[src/rtl/asc_consts.svh]
`ifndef ASC_CONSTS_SVH
`define ASC_CONSTS_SVH

// clock period in ns
`define ASC_CLK_PERIOD_NS 100
// timing figures in ns, slow grade taken so both grades are met
`define ASC_T_READ_CYCLE_NS 25
`define ASC_T_ADDR_ACCESS_NS 25
`define ASC_T_GATE_ACCESS_NS 9
`define ASC_T_ADDR_TO_WEND_NS 17
`define ASC_T_WRITE_PULSE_NS 17
`define ASC_T_DATA_SETUP_NS 10
`define ASC_T_RELEASE_NS 10
// cycle counts: least times round up, at least one cycle
`define ASC_CYC_MIN(ns) (((ns) + `ASC_CLK_PERIOD_NS - 1) / `ASC_CLK_PERIOD_NS)
`define ASC_CYC_ACCESS \
  ((`ASC_CYC_MIN(`ASC_T_ADDR_ACCESS_NS) < 1) ? 1 : `ASC_CYC_MIN(`ASC_T_ADDR_ACCESS_NS))
`define ASC_CYC_WPULSE \
  ((`ASC_CYC_MIN(`ASC_T_WRITE_PULSE_NS) < 1) ? 1 : `ASC_CYC_MIN(`ASC_T_WRITE_PULSE_NS))
`define ASC_CYC_RELEASE \
  ((`ASC_CYC_MIN(`ASC_T_RELEASE_NS) < 1) ? 1 : `ASC_CYC_MIN(`ASC_T_RELEASE_NS))
// widths
`define ASC_ADDR_W 20
`define ASC_DATA_W 32
`define ASC_LANES 4
// idle pin levels, counter width
`define ASC_SEL_IDLE 4'hf
`define ASC_CNT_W 4

`endif

[src/rtl/asc_pkg.sv]
package asc_pkg;
  `include "asc_consts.svh"

  typedef enum logic [2:0] {
    ASC_IDLE = 3'b000,
    ASC_RD_ACC = 3'b001,
    ASC_RD_CAP = 3'b010,
    ASC_WR_PULSE = 3'b011,
    ASC_WR_END = 3'b100,
    ASC_TURN = 3'b101
  } asc_state_e;

  typedef struct packed {
    logic write;
    logic [`ASC_ADDR_W-1:0] addr;
    logic [`ASC_LANES-1:0] lanes;
    logic [`ASC_DATA_W-1:0] wdata;
  } asc_req_s;

  typedef struct packed {
    logic [`ASC_ADDR_W-1:0] word_address;
    logic [`ASC_LANES-1:0] byte_select_n;
    logic write_strobe_n;
    logic drive_gate_n;
  } asc_pins_s;
endpackage

[src/rtl/asc_sync.sv]
`timescale 1ns/1ps
module asc_sync #(
  parameter int W = 32
) (
  // clock and reset
  input wire logic mclk,
  input wire logic rst_n,
  // data
  input wire logic [W-1:0] din,
  output logic [W-1:0] dout
);
  // three stages; a bit changes once stages two and three agree
  logic [W-1:0] s1_reg, s2_reg, s3_reg, out_reg;
  logic [W-1:0] out_next;

  always_comb begin
    out_next = out_reg;
    for (int i = 0; i < W; i++) begin
      if (s2_reg[i] == s3_reg[i]) begin
        out_next[i] = s3_reg[i];
      end
    end
  end

  always_ff @(posedge mclk or negedge rst_n) begin
    if (!rst_n) begin
      s1_reg <= '0;
      s2_reg <= '0;
      s3_reg <= '0;
      out_reg <= '0;
    end else begin
      s1_reg <= din;
      s2_reg <= s1_reg;
      s3_reg <= s2_reg;
      out_reg <= out_next;
    end
  end

  assign dout = out_reg;
endmodule

[src/rtl/asc_ctrl.sv]
`timescale 1ns/1ps
`include "asc_consts.svh"

module asc_ctrl
  import asc_pkg::*;
#(
  parameter int ADDR_W = `ASC_ADDR_W,
  parameter int DATA_W = `ASC_DATA_W,
  parameter int LANES = `ASC_LANES
) (
  // clock and reset
  input wire logic mclk,
  input wire logic rst_n,
  // user request
  input wire logic req_valid,
  input wire asc_pkg::asc_req_s req,
  output logic req_ready,
  // user answer
  output logic rsp_valid,
  output logic [DATA_W-1:0] rsp_rdata,
  // memory pins
  output asc_pkg::asc_pins_s mem_pins,
  input wire logic [DATA_W-1:0] data_lines_in,
  output logic [DATA_W-1:0] data_lines_out,
  output logic [DATA_W-1:0] data_lines_oe
);
  import asc_pkg::*;

  // ==========================================================
  // cycle counts
  localparam logic [`ASC_CNT_W-1:0] CYC_ACCESS = `ASC_CNT_W'(`ASC_CYC_ACCESS);
  localparam logic [`ASC_CNT_W-1:0] CYC_WPULSE = `ASC_CNT_W'(`ASC_CYC_WPULSE);
  localparam logic [`ASC_CNT_W-1:0] CYC_RELEASE = `ASC_CNT_W'(`ASC_CYC_RELEASE);

  // ==========================================================
  // data input synchroniser
  logic [DATA_W-1:0] rd_sync;

  asc_sync #(.W(DATA_W)) u_sync (
    .mclk(mclk),
    .rst_n(rst_n),
    .din(data_lines_in),
    .dout(rd_sync)
  );

  // ==========================================================
  // sequencer state
  asc_state_e state_reg, state_next;
  logic [`ASC_CNT_W-1:0] cnt_reg, cnt_next;
  asc_pins_s pins_reg, pins_next;
  logic [DATA_W-1:0] dout_reg, dout_next;
  logic [DATA_W-1:0] oe_reg, oe_next;
  logic ready_reg, ready_next;
  logic rvalid_reg, rvalid_next;
  logic [DATA_W-1:0] rdata_reg, rdata_next;
  logic [DATA_W-1:0] lane_mask;

  // ==========================================================
  // lane mask
  // one mask bit per data line from its lane select
  genvar g;
  generate
    for (g = 0; g < DATA_W; g++) begin : g_mask
      assign lane_mask[g] = req.lanes[g / (DATA_W / LANES)];
    end
  endgenerate

  // ==========================================================
  // next-state logic
  // one next-value block for the whole sequencer
  always_comb begin
    state_next = state_reg;
    cnt_next = cnt_reg;
    pins_next = pins_reg;
    dout_next = dout_reg;
    oe_next = oe_reg;
    ready_next = 1'b0;
    rvalid_next = 1'b0;
    rdata_next = rdata_reg;
    case (state_reg)
      ASC_IDLE: begin
        ready_next = 1'b1;
        if (req_valid && ready_reg) begin
          ready_next = 1'b0;
          // address placed with selects in same edge: setup 0 ns
          pins_next.word_address = req.addr;
          pins_next.byte_select_n = ~req.lanes;
          if (req.write) begin
            // strobe, selects and data all change on one edge
            pins_next.write_strobe_n = 1'b0;
            pins_next.drive_gate_n = 1'b1;
            dout_next = req.wdata;
            oe_next = lane_mask;
            cnt_next = CYC_WPULSE;
            state_next = ASC_WR_PULSE;
          end else begin
            pins_next.write_strobe_n = 1'b1;
            // own drivers already off in idle, before gate falls
            pins_next.drive_gate_n = 1'b0;
            oe_next = '0;
            // access plus the three-stage input delay
            cnt_next = CYC_ACCESS + `ASC_CNT_W'(3);
            state_next = ASC_RD_ACC;
          end
        end
      end

      ASC_RD_ACC: begin
        // address and selects hold while data crosses the input flops
        if (cnt_reg <= `ASC_CNT_W'(1)) begin
          state_next = ASC_RD_CAP;
        end else begin
          cnt_next = cnt_reg - `ASC_CNT_W'(1);
        end
      end

      ASC_RD_CAP: begin
        // address held for the full access time: read cycle met
        rdata_next = rd_sync;
        rvalid_next = 1'b1;
        pins_next.byte_select_n = `ASC_SEL_IDLE;
        pins_next.drive_gate_n = 1'b1;
        cnt_next = CYC_RELEASE;
        state_next = ASC_TURN;
      end

      ASC_WR_PULSE: begin
        // strobe stays low for the whole count
        if (cnt_reg <= `ASC_CNT_W'(1)) begin
          state_next = ASC_WR_END;
        end else begin
          cnt_next = cnt_reg - `ASC_CNT_W'(1);
        end
      end

      ASC_WR_END: begin
        // strobe and selects rise together; address and data stay
        pins_next.write_strobe_n = 1'b1;
        pins_next.byte_select_n = `ASC_SEL_IDLE;
        cnt_next = CYC_RELEASE;
        state_next = ASC_TURN;
      end

      ASC_TURN: begin
        // hold data one cycle past write end, wait for device float
        oe_next = '0;
        if (cnt_reg <= `ASC_CNT_W'(1)) begin
          ready_next = 1'b1;
          state_next = ASC_IDLE;
        end else begin
          cnt_next = cnt_reg - `ASC_CNT_W'(1);
        end
      end

      default: begin
        state_next = ASC_IDLE;
      end
    endcase
  end

  // ==========================================================
  // registers
  always_ff @(posedge mclk or negedge rst_n) begin
    if (!rst_n) begin
      state_reg <= ASC_IDLE;
      cnt_reg <= '0;
      // pins idle: nothing selected, no strobe, no drive gate
      pins_reg.word_address <= '0;
      pins_reg.byte_select_n <= `ASC_SEL_IDLE;
      pins_reg.write_strobe_n <= 1'b1;
      pins_reg.drive_gate_n <= 1'b1;
      dout_reg <= '0;
      oe_reg <= '0;
      // first take comes two edges after reset ends
      ready_reg <= 1'b0;
      rvalid_reg <= 1'b0;
      rdata_reg <= '0;
    end else begin
      state_reg <= state_next;
      cnt_reg <= cnt_next;
      pins_reg <= pins_next;
      dout_reg <= dout_next;
      oe_reg <= oe_next;
      ready_reg <= ready_next;
      rvalid_reg <= rvalid_next;
      rdata_reg <= rdata_next;
    end
  end

  // ==========================================================
  // outputs
  assign req_ready = ready_reg;
  assign rsp_valid = rvalid_reg;
  assign rsp_rdata = rdata_reg;
  assign mem_pins = pins_reg;
  assign data_lines_out = dout_reg;
  assign data_lines_oe = oe_reg;
endmodule

[config.mk]
export PLATFORM = sky130hd
export DESIGN_NAME = asc_ctrl
export DESIGN_NICKNAME = d
export VERILOG_FILES = /design/src/rtl/asc_pkg.sv /design/src/rtl/asc_sync.sv /design/src/rtl/asc_ctrl.sv
export VERILOG_INCLUDE_DIRS = /design/src /design/src/rtl
export SDC_FILE = /design/constraint.sdc
export NUM_CORES = 1
export LEC_CHECK = 0
export BUFFER_PORTS_ARGS = -buffer_cell sky130_fd_sc_hd__buf_2
export CAP_MARGIN = 40
export CELL_PAD_IN_SITES_DETAIL_PLACEMENT = 0
export CELL_PAD_IN_SITES_GLOBAL_PLACEMENT = 1
export CORE_MARGIN = 4
export CORE_UTILIZATION = 42
export CTS_CLUSTER_DIAMETER = 200
export CTS_CLUSTER_SIZE = 24
export DETAILED_ROUTE_END_ITERATION = 10
export GPL_ROUTABILITY_DRIVEN = 0
export PLACE_DENSITY_LB_ADDON = 0.15
export SETUP_SLACK_MARGIN = 0.2
export SLEW_MARGIN = 5
export SYNTH_ARGS = -nofsm -noshare
export SYNTH_HDL_FRONTEND = slang
export SYNTH_SLANG_ARGS = --single-unit
[constraint.sdc]
create_clock -name mclk -period 2.05 [get_ports mclk]
set_input_delay 0.1025 -clock mclk [delete_from_list [all_inputs] [get_ports mclk]]
set_output_delay 0.1025 -clock mclk [all_outputs]
set_load 0.05 [all_outputs]
==> summary.txt <==
Die footprint = 20920 um2
Ports = 216
Total grt overflow = 0
Reg power frac = 0.403
Vias per cell = 4.700
Setup TNS = 0 ns
Startpoint types = flip-flop
CTS Buf Count = 13
Post-synth cell types = 33
Antenna violations before repair = 1
Logic pwr share = 0.435
CP Capture Type = flip-flop
Clock Sinks = 231
Worst skew pair latency = 0.46 ns
Via count = 4832
Post-synth top area cell = dfrtp_1
Status = finished clean
Dpl hpwl = 11.17 mm
Clk pwr share = 0.161
CP bufs+invs = 1
Chip height = 144.6 um
Share of layout cells above drive strength 1 = 0.3684
Routed Antenna Nets = 0
Synthesized instance count = 508
1st-iter DRT viols = 186
WS Path Type = flip-flop to flip-flop
1st-pass router iterations = 4
Hold Crit Class = input pin to flip-flop
Critical R2R Launch = cnt_reg[0]$_DFFE_PN0P_
HP Start = req_valid
Final Total Pwr = 15760 uW
Peak VDD IR = 1.055 mV
CP max FO = 5
FP Rows = 49
Synth area leaders = dfrtp_1 72%, mux2_2 5.6%, mux2_1 4.2%, maj3_1 4.1%, nand2_1 3.3%
Critical Path RT = 2.40 ns
CP top delay family = simple AND/OR/NAND/NOR gates
Hold worst-path end = req_ready$_DFF_PN0_
Switch share = 0.4480
Cell internal pwr = 8699 uW
Critical path, cell by cell = inv_1, ha_1, xnor2_2, nor3b_1, or3_1, mux2_2
Final net count = 889
Post-synthesis net count = 602
Final hold viol count = 0
Max Cap Viol = 0
WHS Path Cells = 4
CORE AREA = 18150 um2
Worst-case reg-to-reg path depth = 6
Wirelength per Cell = 15.89 um
RSZ-0062 raised after global routing = false
Total GRT Usage = 0.1542
Synth warnings = 0
Clock transition at the registers of the reported paths = 0.10 ns
Worst rel slew slack = 0.6437
Cell Area, Synth = 7843 um2
Leak = 0.005028 uW
RR Endpoint = cnt_reg[2]$_DFFE_PN0P_
Minimum clock period = 1.735 ns
WL final = 16.34 mm
Layout Skew = 0.01242 ns
Post-route DRC = 0
Syn avg cell area = 15.44 um2
Final worst slack = 0.3150 ns
First-pass GRT wire length = 26.04 mm
Postcts setup bufs = 0
CP arrival = 2.09 ns
Setup violators final = 0
Synth top area share = 0.7179
Root buf cell = clkbuf_16
Slew @ Worst Pin = 0.5344 ns
Register area share after synthesis = 0.7380
Number of global-route vias before repair = 5167
Port Buf Inserts = 215
Slew Limit Fails = 0
Max Fclk = 576.4 MHz
Area delta synth->final = 31.64%
Most common cell after layout, fill and taps aside = dfrtp_1
Initial Utilization = 0.4322
Dpl ws = 0.2549 ns
CP max stage cell = dfrtp_1
CTS Buffer Depth = 3
Psw = 7061 uW
Die extent in x = 144.6 um
Most frequent cells in the layout = 224 x dfrtp_1, 214 x buf_2, 90 x dlygate4sd3_1, 69 x nand2_1, 39 x mux2_2
Synthesized flop and latch total = 231
Slowest stage delay, CP = 0.42 ns
Period utilisation layout = 0.8463
Largest net degree at the start of global routing = 72
Htree depth = 1
PwrDens = 1527 nW/um2
Final hold slack = 0.05038 ns
R2R setup slack = 0.32 ns
CTS tree = built
## layout make-up
type / instances / area (um2)
Antenna cell: 1 / 2.502
Clock buffer: 17 / 340.3
Clock inverter: 1 / 11.26
Fill cell: 1473 / 7824
Inverter: 2 / 7.507
Multi-Input combinational cell: 230 / 1759
Sequential cell: 231 / 5789
Tap cell: 229 / 286.5
Timing Repair Buffer: 317 / 2127
## repair_timing
| action | CTS | global route |
|---|---|---|
| setup endpoints to repair | 0 | 4 |
| resized for setup | 0 | 3 |
| hold buffers | 90 | 0 |
| endpoints found under the hold margin | 157 | 0 |
## metrics by stage
step	std cells	cell area, um2	util
after floorplan	508	7844	-
after global placement	919	9052	0.4988
after detailed placement	919	9052	0.4988
after CTS	1027	10300	0.5678
after global routing	1028	10320	0.5689
final	1028	10320	0.5689
## cell usage after synthesis (all sizes together)
master / count
a21boi: 2
inv: 2
nor3: 3
and2: 2
a31oi: 2
or3: 3
nor3b: 2
a211oi: 1
dfstp: 6
a21oi: 11
o21ai: 1
maj3: 32
dfrtp: 225
nand2: 70
xnor2: 1
nor4: 1
a32o: 3
nand3b: 2
clkbuf: 7
o22a: 1
nand4b: 1
o2bb2ai: 4
mux2: 68
buf: 38
a221oi: 1
nor2: 11
nand3: 5
or2: 1
ha: 2
## worst register-to-register path: stages (launching register included)
cell	delay [ns]
dfrtp_1	0.42
inv_1	0.07
ha_1	0.25
xnor2_2	0.18
nor3b_1	0.07
or3_1	0.37
mux2_2	0.27
## layer usage
metal,track usage,part of all wire,up-vias
met4,0.04124,0.026,0
li1,-,-,2241
met5,0,0,-
met1,0.1991,0.41,2414
met2,0.2577,0.49,152
met3,0.04365,0.068,25
## cells by family after synthesis
group	share of synthesized area
flops	0.7380
simple gates	0.05664
mux	0.09764
buf+inv	0.03989
fa+ha+maj	0.04403
compound gates	0.02265
xor+xnor	0.001117
## power groups by stage
stage / clock [uW] / combinational (uW) / sequential (uW)
5_1_grt: 2840 / 7250 / 6510
2_1_floorplan: 0 / 2260 / 9340
3_3_place_gp: 0 / 6660 / 6390
6_report: 2540 / 6860 / 6360
4_1_cts: 2670 / 6890 / 6360
3_5_place_dp: 0 / 6750 / 6430
## worst max-delay path by stage
stage,startpoint,end,slack [ns],cells past startpoint
after floorplan,req_ready$_DFF_PN0_,cnt_reg[0]$_DFFE_PN0P_,0.33,5
after detailed placement,cnt_reg[0]$_DFFE_PN0P_,cnt_reg[0]$_DFFE_PN0P_,0.25,6
after global routing,cnt_reg[0]$_DFFE_PN0P_,cnt_reg[0]$_DFFE_PN0P_,0.25,6
final,cnt_reg[0]$_DFFE_PN0P_,cnt_reg[2]$_DFFE_PN0P_,0.32,6
after CTS,cnt_reg[0]$_DFFE_PN0P_,cnt_reg[0]$_DFFE_PN0P_,0.23,6
after global placement,cnt_reg[0]$_DFFE_PN0P_,cnt_reg[0]$_DFFE_PN0P_,0.33,6
Power figures use the tool's default switching activity.
